**config.mk**
```make
export PLATFORM = sky130hd
export DESIGN_NAME = eps_slave
export DESIGN_NICKNAME = d
export VERILOG_FILES = /design/src/eps_pkg.sv /design/src/eps_slave.sv
export SDC_FILE = /design/constraint.sdc
export NUM_CORES = 1
export LEC_CHECK = 0
export BUFFER_PORTS_ARGS = -buffer_cell sky130_fd_sc_hd__buf_4
export CORE_MARGIN = 2
export CORE_UTILIZATION = 25
export CTS_BUF_LIST = sky130_fd_sc_hd__clkbuf_2
export DETAILED_ROUTE_END_ITERATION = 10
export GPL_ROUTABILITY_DRIVEN = 0
export SKIP_LAST_GASP = 1
export SYNTH_ARGS = -nofsm -noshare
export SYNTH_HDL_FRONTEND = slang
export SYNTH_SLANG_ARGS = --single-unit
```
**constraint.sdc**
```tcl
create_clock -name clk_i -period 3.2 [get_ports clk_i]
set_input_delay 0.48 -clock clk_i [delete_from_list [all_inputs] [get_ports clk_i]]
set_output_delay 0.48 -clock clk_i [all_outputs]
set_load 0.03 [all_outputs]
```
**src/eps_pkg.sv**
```systemverilog
// constants, types and state record of the two-wire eeprom slave front end
package eps_pkg;

	// register byte offsets on the ahb-lite port
	localparam logic [7:0] REG_CTRL         = 8'h00;
	localparam logic [7:0] REG_STATUS       = 8'h04;
	localparam logic [7:0] REG_RXDATA       = 8'h08;
	localparam logic [7:0] REG_TXDATA       = 8'h0C;

	// control fields
	localparam int         CTRL_ENABLE_BIT  = 0;
	localparam int         CTRL_WBUSY_BIT   = 1;
	localparam logic       CTRL_ENABLE_RST  = 1'b1;
	localparam logic       CTRL_WBUSY_RST   = 1'b0;

	// status fields, and the word address field of the received-data register
	localparam int         EVT_SELECT_BIT   = 0;
	localparam int         EVT_DATA_BIT     = 1;
	localparam int         EVT_PROTECT_BIT  = 2;
	localparam int         EVT_STOP_BIT     = 3;
	localparam int         STAT_PEND_BIT    = 4;
	localparam int         STAT_RW_BIT      = 5;
	localparam int         STAT_STANDBY_BIT = 6;
	localparam int         STAT_WP_BIT      = 7;
	localparam int         STAT_PHASE_LSB   = 8;
	localparam int         RX_WADDR_LSB     = 8;

	// serial framing
	localparam logic [3:0] BYTE_BITS        = 4'h8;
	localparam logic [3:0] TX_LAST          = 4'h7;
	localparam int         UPPER_HALF_BIT   = 7;

	// ahb-lite encodings
	localparam logic [1:0] HTRANS_NONSEQ    = 2'h2;
	localparam logic       HRESP_OKAY       = 1'b0;

	typedef enum logic [5:0]
	{
		ST_IDLE = 6'h01,
		ST_RX   = 6'h02,
		ST_ACK  = 6'h04,
		ST_TX   = 6'h08,
		ST_RACK = 6'h10,
		ST_WAIT = 6'h20
	} eps_phase_type;

	typedef struct packed
	{
		logic        hsel;
		logic [31:0] haddr;
		logic [1:0]  htrans;
		logic        hwrite;
		logic [2:0]  hsize;
		logic        hready;
		logic [31:0] hwdata;
	} eps_ahb_req_type;

	typedef struct packed
	{
		logic [31:0] hrdata;
		logic        hreadyout;
		logic        hresp;
	} eps_ahb_rsp_type;

	typedef struct packed
	{
		logic          scl_m;
		logic          scl_s;
		logic          scl_q;
		logic          sda_m;
		logic          sda_s;
		logic          sda_q;
		logic          wp_m;
		logic          wp_s;
		logic [2:0]    sel_m;
		logic [2:0]    sel_s;
		eps_phase_type phase;
		logic [3:0]    cnt;
		logic [7:0]    shift;
		logic          got_addr;
		logic          got_waddr;
		logic          rw;
		logic          mast_ack;
		logic [7:0]    waddr;
		logic [7:0]    rxdata;
		logic [7:0]    txdata;
		logic          enable;
		logic          wbusy;
		logic          stop_pend;
		logic          standby;
		logic [3:0]    evt;
		logic          sda_oe;
		logic          sda_out;
		logic          wr_stb;
		logic          pend;
		logic [7:0]    paddr;
		logic          pwrite;
		eps_ahb_rsp_type rsp;
	} eps_state_type;

	// idle bus lines reset high so no false start is seen after release
	localparam eps_state_type STATE_RST = '{
		scl_m: 1'b1, scl_s: 1'b1, scl_q: 1'b1,
		sda_m: 1'b1, sda_s: 1'b1, sda_q: 1'b1,
		phase: ST_IDLE,
		enable: CTRL_ENABLE_RST,
		wbusy: CTRL_WBUSY_RST,
		standby: 1'b1,
		rsp: '{hrdata: 32'h00000000, hreadyout: 1'b1, hresp: HRESP_OKAY},
		default: '0
	};

endpackage

```
**src/eps_slave.sv**
```systemverilog
// two-wire eeprom slave front end with ahb-lite control port
//
// Contract
// - serial clock edges alone time every shifted bit; device never makes that clock.
// - data line only pulled low or released, open drain.
// - write protect high blocks programming of upper half; reads still allowed.
// - write protect low allows reading and writing the whole array.
// - protected write: ack slave and word address, withhold data byte ack.
// - floating write protect counts as low, unprotected; code samples wp_i as is, nothing forces it low.
// - address selection field compared with select pins 2, 1, 0.
// - all three select pins exist; no bit chooses a page block.
// - data changes only while clock low; high-clock changes are start or stop.
// - start is data falling while clock high; bus ignored until start.
// - stop is data rising while clock high; ends current communication.
// - stop enters standby; during write execution a second stop is needed.
// - matching slave address after start is acknowledged by pulling data low.
// - once write-selected, every further byte acknowledged, except protected data.
// - read: send byte, release, sample ack; continue on ack, else await stop.
// - upper four address bits must equal the device-type identifier.
// - address bit zero: one reads, zero writes.
// - one page block of 256 bytes addressed by 8-bit word address.
// - after eight bits transmitter releases; receiver drives ack in ninth clock.
`timescale 1ns/1ns
module eps_slave
#(
	// device-type identifier; value is arbitrary
	parameter logic [3:0] dev_type_p = 4'h6
)
(
	input  wire logic                     clk_i,
	input  wire logic                     reset_i,
	input  wire logic                     scl_i,
	input  wire logic                     sda_i,
	output logic                          sda_o,
	output logic                          sda_oe_o,
	input  wire logic                     wp_i,
	input  wire logic                     select_pin_0_i,
	input  wire logic                     select_pin_1_i,
	input  wire logic                     select_pin_2_i,
	output logic                          standby_o,
	output logic                          wr_stb_o,
	output logic [7:0]                    wr_addr_o,
	output logic [7:0]                    wr_data_o,
	input  wire eps_pkg::eps_ahb_req_type ahb_req_i,
	output eps_pkg::eps_ahb_rsp_type      ahb_rsp_o
);

	eps_pkg::eps_state_type s_ff;
	eps_pkg::eps_state_type nxt_s;

	logic       scl_rise;
	logic       scl_fall;
	logic       start_det;
	logic       stop_det;
	logic       addr_match;
	logic       protect_hit;
	logic       accept;
	logic [3:0] evt_set;
	logic [3:0] evt_clr;
	logic       stop_clr;
	logic [31:0] rd_mux;

	// edges of the synchronised lines
	always_comb
	begin
		scl_rise  = s_ff.scl_s & ~s_ff.scl_q;
		scl_fall  = ~s_ff.scl_s & s_ff.scl_q;
		start_det = s_ff.scl_s & s_ff.scl_q & s_ff.sda_q & ~s_ff.sda_s;
		stop_det  = s_ff.scl_s & s_ff.scl_q & ~s_ff.sda_q & s_ff.sda_s;
		addr_match = (s_ff.shift[7:4] == dev_type_p)
			&& (s_ff.shift[3:1] == s_ff.sel_s);
		// wp synchroniser resets low, then follows wp_i; an undriven pin is not forced low
		protect_hit = s_ff.wp_s & s_ff.waddr[eps_pkg::UPPER_HALF_BIT];
		accept = ahb_req_i.hsel & ahb_req_i.hready & (ahb_req_i.htrans == eps_pkg::HTRANS_NONSEQ);
	end

	// register read data
	always_comb
	begin
		rd_mux = 32'h00000000;
		unique case (s_ff.paddr)
			eps_pkg::REG_CTRL:
			begin
				rd_mux[eps_pkg::CTRL_ENABLE_BIT] = s_ff.enable;
				rd_mux[eps_pkg::CTRL_WBUSY_BIT]  = s_ff.wbusy;
			end
			eps_pkg::REG_STATUS:
			begin
				rd_mux[3:0] = s_ff.evt;
				rd_mux[eps_pkg::STAT_PEND_BIT]    = s_ff.stop_pend;
				rd_mux[eps_pkg::STAT_RW_BIT]      = s_ff.rw;
				rd_mux[eps_pkg::STAT_STANDBY_BIT] = s_ff.standby;
				rd_mux[eps_pkg::STAT_WP_BIT]      = s_ff.wp_s;
				rd_mux[eps_pkg::STAT_PHASE_LSB +: 6] = s_ff.phase;
			end
			eps_pkg::REG_RXDATA:
			begin
				rd_mux[7:0] = s_ff.rxdata;
				rd_mux[eps_pkg::RX_WADDR_LSB +: 8] = s_ff.waddr;
			end
			eps_pkg::REG_TXDATA:
			begin
				rd_mux[7:0] = s_ff.txdata;
			end
			default:
			begin
				rd_mux = 32'h00000000;
			end
		endcase
	end

	always_comb
	begin
		nxt_s   = s_ff;
		evt_set = 4'h0;
		evt_clr = 4'h0;
		stop_clr = 1'b0;
		nxt_s.wr_stb = 1'b0;

		// two-flop synchronisers for every pin
		nxt_s.scl_m = scl_i;
		nxt_s.scl_s = s_ff.scl_m;
		nxt_s.scl_q = s_ff.scl_s;
		nxt_s.sda_m = sda_i;
		nxt_s.sda_s = s_ff.sda_m;
		nxt_s.sda_q = s_ff.sda_s;
		nxt_s.wp_m  = wp_i;
		nxt_s.wp_s  = s_ff.wp_m;
		nxt_s.sel_m = {select_pin_2_i, select_pin_1_i, select_pin_0_i};
		nxt_s.sel_s = s_ff.sel_m;

		// only ever pull low
		nxt_s.sda_out = 1'b0;

		// disabled: line released and the bus ignored
		if (!s_ff.enable)
		begin
			nxt_s.phase  = eps_pkg::ST_IDLE;
			nxt_s.sda_oe = 1'b0;
		end
		else if (start_det)
		begin
			// a start, repeated or not, restarts address reception
			nxt_s.phase     = eps_pkg::ST_RX;
			nxt_s.cnt       = 4'h0;
			nxt_s.got_addr  = 1'b0;
			nxt_s.got_waddr = 1'b0;
			nxt_s.sda_oe    = 1'b0;
			nxt_s.standby   = 1'b0;
		end
		else if (stop_det)
		begin
			evt_set[eps_pkg::EVT_STOP_BIT] = 1'b1;
			nxt_s.phase  = eps_pkg::ST_IDLE;
			nxt_s.sda_oe = 1'b0;
			// the first stop while a write runs only marks itself pending
			if (s_ff.wbusy && !s_ff.stop_pend)
			begin
				nxt_s.stop_pend = 1'b1;
			end
			else
			begin
				nxt_s.stop_pend = 1'b0;
				nxt_s.standby   = 1'b1;
			end
		end
		else
		begin
			unique case (s_ff.phase)
				eps_pkg::ST_IDLE,
				eps_pkg::ST_WAIT:
				begin
					nxt_s.sda_oe = 1'b0;
				end
				eps_pkg::ST_RX:
				begin
					// bits taken on the rise, acted on at the fall while the clock is low
					if (scl_rise)
					begin
						nxt_s.shift = {s_ff.shift[6:0], s_ff.sda_s};
						nxt_s.cnt   = s_ff.cnt + 4'h1;
					end
					else if (scl_fall && (s_ff.cnt == eps_pkg::BYTE_BITS))
					begin
						nxt_s.cnt = 4'h0;
						if (!s_ff.got_addr)
						begin
							if (addr_match)
							begin
								nxt_s.got_addr = 1'b1;
								nxt_s.rw       = s_ff.shift[0];
								nxt_s.sda_oe   = 1'b1;
								nxt_s.phase    = eps_pkg::ST_ACK;
								evt_set[eps_pkg::EVT_SELECT_BIT] = 1'b1;
							end
							else
							begin
								nxt_s.phase = eps_pkg::ST_WAIT;
							end
						end
						else if (!s_ff.got_waddr)
						begin
							nxt_s.waddr     = s_ff.shift;
							nxt_s.got_waddr = 1'b1;
							nxt_s.sda_oe    = 1'b1;
							nxt_s.phase     = eps_pkg::ST_ACK;
						end
						else
						begin
							nxt_s.rxdata = s_ff.shift;
							evt_set[eps_pkg::EVT_DATA_BIT] = 1'b1;
							if (protect_hit)
							begin
								evt_set[eps_pkg::EVT_PROTECT_BIT] = 1'b1;
								nxt_s.phase = eps_pkg::ST_WAIT;
							end
							else
							begin
								nxt_s.wr_stb = 1'b1;
								nxt_s.sda_oe = 1'b1;
								nxt_s.phase  = eps_pkg::ST_ACK;
							end
						end
					end
				end
				eps_pkg::ST_ACK:
				begin
					// hold ack through the ninth clock, release on its fall
					if (scl_fall)
					begin
						nxt_s.cnt = 4'h0;
						if (s_ff.rw)
						begin
							nxt_s.shift  = s_ff.txdata;
							nxt_s.sda_oe = ~s_ff.txdata[7];
							nxt_s.phase  = eps_pkg::ST_TX;
						end
						else
						begin
							nxt_s.sda_oe = 1'b0;
							nxt_s.phase  = eps_pkg::ST_RX;
						end
					end
				end
				eps_pkg::ST_TX:
				begin
					// the next bit moves only after the clock has fallen
					if (scl_fall)
					begin
						if (s_ff.cnt == eps_pkg::TX_LAST)
						begin
							nxt_s.sda_oe = 1'b0;
							nxt_s.phase  = eps_pkg::ST_RACK;
						end
						else
						begin
							nxt_s.cnt    = s_ff.cnt + 4'h1;
							nxt_s.shift  = {s_ff.shift[6:0], 1'b0};
							nxt_s.sda_oe = ~s_ff.shift[6];
						end
					end
				end
				eps_pkg::ST_RACK:
				begin
					// the master's answer is taken on the ninth rise
					if (scl_rise)
					begin
						nxt_s.mast_ack = ~s_ff.sda_s;
					end
					else if (scl_fall)
					begin
						if (s_ff.mast_ack)
						begin
							nxt_s.cnt    = 4'h0;
							nxt_s.shift  = s_ff.txdata;
							nxt_s.sda_oe = ~s_ff.txdata[7];
							nxt_s.phase  = eps_pkg::ST_TX;
						end
						else
						begin
							nxt_s.phase = eps_pkg::ST_WAIT;
						end
					end
				end
				default:
				begin
					nxt_s.phase  = eps_pkg::ST_IDLE;
					nxt_s.sda_oe = 1'b0;
				end
			endcase
		end

		// ahb-lite slave: one wait state, then registered answer
		if (s_ff.pend)
		begin
			nxt_s.pend = 1'b0;
			nxt_s.rsp.hreadyout = 1'b1;
			nxt_s.rsp.hrdata = 32'h00000000;
			if (s_ff.pwrite)
			begin
				unique case (s_ff.paddr)
					eps_pkg::REG_CTRL:
					begin
						nxt_s.enable = ahb_req_i.hwdata[eps_pkg::CTRL_ENABLE_BIT];
						nxt_s.wbusy  = ahb_req_i.hwdata[eps_pkg::CTRL_WBUSY_BIT];
						stop_clr     = ~ahb_req_i.hwdata[eps_pkg::CTRL_WBUSY_BIT];
					end
					eps_pkg::REG_STATUS:
					begin
						evt_clr = ahb_req_i.hwdata[3:0];
					end
					eps_pkg::REG_TXDATA:
					begin
						nxt_s.txdata = ahb_req_i.hwdata[7:0];
					end
					default:
					begin
						nxt_s.txdata = s_ff.txdata;
					end
				endcase
			end
			else
			begin
				nxt_s.rsp.hrdata = rd_mux;
			end
		end
		// address phase taken; hreadyout drops for one cycle
		else if (accept)
		begin
			nxt_s.pend   = 1'b1;
			nxt_s.paddr  = ahb_req_i.haddr[7:0];
			nxt_s.pwrite = ahb_req_i.hwrite;
			nxt_s.rsp.hreadyout = 1'b0;
		end
		nxt_s.rsp.hresp = eps_pkg::HRESP_OKAY;

		// a stop landing with a software clear keeps its pending mark
		if (stop_clr && !stop_det)
		begin
			nxt_s.stop_pend = 1'b0;
		end

		// hardware set wins over a software clear in the same cycle
		nxt_s.evt = (s_ff.evt & ~evt_clr) | evt_set;
	end

	always_ff @(posedge clk_i or posedge reset_i)
	begin
		if (reset_i)
		begin
			s_ff <= eps_pkg::STATE_RST;
		end
		else
		begin
			s_ff <= nxt_s;
		end
	end

	always_comb
	begin
		sda_o     = s_ff.sda_out;
		sda_oe_o  = s_ff.sda_oe;
		standby_o = s_ff.standby;
		wr_stb_o  = s_ff.wr_stb;
		wr_addr_o = s_ff.waddr;
		wr_data_o = s_ff.rxdata;
		ahb_rsp_o = s_ff.rsp;
	end

endmodule

```
==> flow_metrics.tcl, run 1 <==
set metrics [dict create \
    required_ns 3.73 \
    cts_made_buffers 9 \
    io_buffers 64 \
    die_area_mm2 0.0207 \
    ys_ff_latch 97 \
    power.share.switching_pct 29.6 \
    end_kind "flop" \
    synth_cell_types 67 \
    p_leak_nw 2.54 \
    power_switching_mw 0.685 \
    wl_per_cell_um 14.7 \
    routed-via-count 3225 \
    drv_slew 0 \
    place_inst 716 \
    syn_area_mm2 0.00488 \
    rrSetupSlack_ns 0.83 \
    clkSinkCount 97 \
    clk_latency_ns 0.61 \
    cts_tree "yes" \
    synthCells 429 \
    hold_class "in2reg" \
    layout_min_cycle_time_ns 2.37 \
    relSlewSlack_pct 36.9 \
    power_density_mw_per_mm2 416 \
    skew_ns 0.0478 \
    die_y_um 144 \
    io_pins 134 \
    drc 0 \
    stdcell_count 739 \
    track_usage_pct 10.9 \
    hold_viol 0 \
    synth-seq-area-share_pct 50.0 \
    yosys_warnings 0 \
    clock_path_buffers 2 \
    htree_num_levels 3 \
    path_clk_slew_ns 0.28 \
    grt_max_degree 65 \
    grt_pass1_wl_um 17300 \
    tightestPinTransition_ns 0.942 \
    core_mm2 0.0193 \
    rows 51 \
    n_fill_cell 1992 \
    rsz0062_at_grt "no" \
    cp.arrival_ns 2.90 \
    grt_overflow 0 \
    antenna_found_initial 0 \
    critPathMaxFanout 8 \
    intPower_mw 1.63 \
    first_pass_iters 6 \
    max_freq_ghz 0.423 \
    worstSetupStartpointType "flop" \
    drive_above_1_share_pct 37.1 \
    setup-violations-final 0 \
    drt_iter0_drc 152 \
    maxCapViolCount 0 \
    final_antenna_net_count 0 \
    sequentialPowerShare_pct 58.8 \
    tns_ns 0 \
    root_buffer "clkbuf_2" \
    hpwlAfterDp_um 8160 \
    synth_edf_count 0 \
    fin_crit_sh_pct 73.9 \
    crit_type "reg2reg" \
    finish.net_count 551 \
    clockPowerShare_pct 27.2 \
    start_util_pct 25.3 \
    grt_pass1_vias 3112 \
    die_width_um 144 \
    post_synth.cell_area_avg_um2 11.4 \
    combPwrFrac_pct 14.0 \
    antennaDiodeCount 0 \
    status "complete, no violations" \
    ir_drop_v 0.000164 \
    routed_wl_um 10900 \
    area_growth_pct 14.0 \
    viasPerCell 4.36 \
    ys.flop_type "dfrtp_1" \
    async_flop_share_pct 100 \
]
## worst paths after layout
kind / start / end / cells after the start
max in group asynchronous: reset_i / s_ff[54] / 4
min in group asynchronous: reset_i / ahb_rsp_o[12] / 3
worst max-delay path: s_ff[97] / s_ff[92] / 6
worst min register to register: nxt_s[113] / nxt_s[112] / 0
worst max register to register: s_ff[97] / s_ff[92] / 6
worst min-delay path: ahb_req_i[39] / s_ff[35] / 2
## cell usage after synthesis, drive strengths merged (4+ instances only)
| cell type | n | area (µm²) |
|---|---|---|
| a21oi | 8 | 47.6 |
| a22o | 12 | 106 |
| a31oi | 4 | 25.0 |
| buf | 54 | 395 |
| clkbuf | 9 | 35.0 |
| dfrtp | 87 | 2180 |
| dfstp | 10 | 263 |
| inv | 23 | 86.3 |
| mux2 | 58 | 657 |
| nand2 | 27 | 106 |
| nand2b | 4 | 25.0 |
| nand3 | 19 | 113 |
| nand4 | 6 | 43.8 |
| nor2 | 17 | 63.8 |
| nor2b | 7 | 51.3 |
| nor4 | 5 | 37.5 |
| o21ai | 26 | 134 |
| xor2 | 5 | 43.8 |
## power by group through the flow
stage	sequential, mW	combinational (mW)	clock, mW
2_1_floorplan	1.35	0.263	0
3_3_place_gp	1.38	0.314	0
3_5_place_dp	1.38	0.320	0
4_1_cts	1.36	0.328	0.652
5_1_grt	1.37	0.358	0.710
6_report	1.36	0.325	0.630
## through the flow
| step | area [µm²] | utilization [%] | hold slack, ns | total power [mW] | setup slack [ns] |
|---|---|---|---|---|---|
| 6_report | 5570 | 28.8 | 0.0743 | 2.32 | 0.834 |
| 5_1_grt | 5570 | 28.8 | 0.00832 | 2.44 | 0.704 |
| 4_1_cts | 5570 | 28.8 | 0.0387 | 2.34 | 0.815 |
| 3_5_place_dp | 5370 | 27.8 | 0.339 | 1.71 | 0.857 |
| 3_3_place_gp | 5370 | 27.8 | 0.338 | 1.69 | 0.902 |
| 2_1_floorplan | 4950 | - | 0.331 | 1.61 | 0.203 |
## registers in the layout, summed over array words and instances (netlist names)
signal	cells
s_ff	53
ahb_rsp_o	17
nxt_s	8
wr_addr_o	8
wr_data_o	8
sda_oe_o	1
standby_o	1
wr_stb_o	1
## per-layer routing
layer / share of wire, % / track usage [%] / up-vias / routed length, µm
met2: 46 / 16.3 / 94 / 5000
met1: 48 / 15.3 / 1603 / 5210
li1: - / - / 1518 / -
met5: 0 / 0 / - / 0
met3: 5.2 / 3.03 / 10 / 566
met4: 0.90 / 2.94 / 0 / 98
## layout by cell type (no fill, tap or decap), types with 2 or more instances in the layout
cell type / synthesis / final
a211oi_1: 2 / 2
a21oi_1: 6 / 6
a21oi_2: 2 / 2
a22o_1: 11 / 11
a31oi_1: 4 / 4
and2_1: 2 / 2
buf_4: 51 / 67
clkbuf_2: 1 / 10
clkinv_2: 0 / 2
conb_1: 1 / 18
dfrtp_1: 87 / 87
dfstp_2: 10 / 10
dlygate4sd3_1: 0 / 7
ha_1: 2 / 2
inv_1: 23 / 22
inv_6: 0 / 2
mux2_2: 57 / 57
mux2i_1: 2 / 2
mux4_2: 2 / 2
nand2_1: 25 / 25
nand2_2: 2 / 2
nand2b_1: 4 / 4
nand3_1: 17 / 17
nand3b_1: 2 / 2
nand4_1: 5 / 5
nand4b_1: 2 / 2
nand4bb_1: 2 / 2
nor2_1: 17 / 17
nor2b_1: 6 / 6
nor4_1: 4 / 4
o211ai_1: 2 / 2
o21a_1: 2 / 2
o21ai_0: 25 / 25
o2bb2ai_1: 3 / 3
xor2_1: 5 / 5
## critical path, cell delays in order (launching register included)
cell and delay (ns):
dfrtp_1 0.53, nor4_1 0.37, nand3b_2 0.26, or2_4 0.35
o31a_1 0.33, o21ai_2 0.13, mux2_4 0.33
## logic make-up after synthesis
family	after synthesis	share of synthesized area, %
muxes	62	14.8
buffers and inverters	86	10.6
other	1	0.0768
DFF	97	50.0
AOI/OAI and AO/OA	66	9.68
and+or+nand+nor	109	13.3
adders and majority gates	2	0.512
xor gates and xnor gates	6	1.08
## what timing repair did
item / in CTS / in global routing
setup endpoints to repair: 0 / 0
gates resized for setup: 0 / 0
hold buffers: 7 / 0
setup buffers: 0 / 0
endpoints found under the hold margin: 32 / 0
## layout make-up
| cell class | instances | area (µm²) | area share, % |
|---|---|---|---|
| clock buffers | 10 | 50.0 | 0.899 |
| clock inverters | 6 | 76.3 | 1.37 |
| inverters | 23 | 87.6 | 1.57 |
| multi-input cells | 263 | 1990 | 35.7 |
| flip-flops and latches | 97 | 2440 | 43.8 |
| well taps | 265 | 332 | 5.95 |
| repair buffers | 75 | 593 | 10.6 |
(Power assumes the default switching activity.)
==> run 2: changes to the inputs <==
Clock period 3.2 ns to 2.41 ns, I/O delays scaled along.
==> flow_metrics.tcl, run 2 (synthesized netlist as in run 1, its figures left out) <==
set metrics [dict create \
    wl_per_cell_um 14.4 \
    grt_pass1_wl_um 17800 \
    skew_ns 0.0436 \
    tns_ns 0 \
    fin_crit_sh_pct 94.4 \
    end_kind "flop" \
    drv_slew 0 \
    grt_pass1_vias 3344 \
    crit_path_max_incr_delay_ns 0.54 \
    worstSetupStartpointType "flop" \
    root_buffer "clkbuf_2" \
    design_area_mm2 0.00580 \
    cp.arrival_ns 2.79 \
    final_cell_mix "86 x dfrtp_1, 75 x buf_4, 57 x mux2_2, 25 x nand2_1, 25 x o21ai_0" \
    tightestPinTransition_ns 0.533 \
    routed_wl_um 11000 \
    power_density_mw_per_mm2 510 \
    antenna_found_initial 0 \
    path_delay_family "simple AND/OR/NAND/NOR gates" \
    first_pass_iters 4 \
    hold_class "in2reg" \
    cts_made_buffers 9 \
    p_leak_nw 2.64 \
    max_freq_ghz 0.440 \
    drt_iter0_drc 161 \
    regMostFlops "s_ff" \
    die_y_um 144 \
    worstPathBufferInverterCount 0 \
    core_mm2 0.0193 \
    hpwlAfterDp_um 8080 \
    io_buffers 64 \
    grt_overflow 0 \
    ir_drop_v 0.000171 \
    drive_above_1_share_pct 37.4 \
    final_antenna_net_count 0 \
    maxCapViolCount 0 \
    rrSetupSlack_ns 0.13 \
    drc 0 \
    htree_num_levels 3 \
    die_area_mm2 0.0207 \
    cts_tree "yes" \
    io_pins 134 \
    mostFrequentLayoutCell "dfrtp_1" \
    crit_chain "nor4_2, nand3b_2, or2_4, o31a_1, o21ai_2, mux2_4" \
    antennaDiodeCount 0 \
    largest_register_ffs 53 \
    start_util_pct 25.3 \
    rows 51 \
    grt_max_degree 98 \
    track_usage_pct 11.0 \
    routed-via-count 3347 \
    critPathMaxFanout 8 \
    setup-violations-final 0 \
    relSlewSlack_pct 64.2 \
    area_growth_pct 18.7 \
    viasPerCell 4.38 \
    rsz0062_at_grt "no" \
    finish.net_count 577 \
    hold_viol 0 \
    die_width_um 144 \
    path_clk_slew_ns 0.26 \
    placed_cell_area_mm2 0.00544 \
    clk_latency_ns 0.59 \
    status "complete, no violations" \
    clock_path_buffers 2 \
    required_ns 2.92 \
    slowest_stage "dfrtp_1" \
    crit_type "reg2reg" \
    layout_min_cycle_time_ns 2.28 \
    clkSinkCount 97 \
]
-- run 2: cell count changes in the layout (fill, tap and decap cells not counted), moves of 2 or more --
cell,change
dlygate4sd3_1,+17
nor4_1,-2
buf_4,+8
nor4_2,+2
-- run 2: metrics by stage --
step / utilization, % / cells / setup WS (ns) / total power [mW] / hold slack (ns)
floorplan: - / 446 / 0.299 / 2.14 / 0.331
global placement: 28.1 / 724 / 0.157 / 2.26 / 0.336
detailed placement: 28.1 / 724 / 0.135 / 2.27 / 0.337
CTS: 29.8 / 764 / 0.0881 / 3.00 / 0.113
global route: 30.0 / 765 / 0.00890 / 3.11 / 0.158
finish: 30.0 / 765 / 0.135 / 2.96 / 0.171
-- run 2: tightest hold or removal path: stages --
cell and delay (ns):
buf_4 0.07, nand4b_1 0.10, nor2_1 0.04, buf_4 0.17
-- run 2: final timing paths --
check,from,end,depth (start not counted)
max in group asynchronous,reset_i,nxt_s[110],4
worst min register to register,nxt_s[113],nxt_s[112],0
worst max register to register,s_ff[99],s_ff[92],6
worst min-delay path,ahb_req_i[37],s_ff[43],4
worst max-delay path,s_ff[99],s_ff[92],6
min in group asynchronous,reset_i,ahb_rsp_o[15],4
-- run 2: final cells by class --
class                      instances  area [µm²]
tap                              265         332
timing repair buffer             101         843
clock inverter                     5        31.3
sequential                        97        2440
inverter                          23        90.1
multi-input combinational        263        2000
fill                            2013       13500
clock buffer                      11        55.1
-- run 2: per-layer routing --
metal | wire, µm | vias to the layer above | global-route usage, %
li1 | - | 1575 | -
met1 | 5210 | 1651 | 15.6
met4 | 183 | 0 | 3.72
met5 | 0 | - | 0
met2 | 4910 | 106 | 16.2
met3 | 723 | 15 | 2.97
-- run 2: report_power, final --
| part | switching [mW] | internal, mW | total (mW) |
|---|---|---|---|
| Clock | 0.541 | 0.144 | 0.684 |
| Combinational | 0.251 | 0.216 | 0.466 |
| Sequential | 0.0883 | 1.72 | 1.81 |
-- run 2: repair_timing --
action / 4_1_cts / 5_1_grt
gates resized for setup: 0 / 3
endpoints found under the hold margin: 113 / 0
hold buffers: 24 / 0
setup endpoints to repair: 0 / 19
setup buffers: 0 / 1
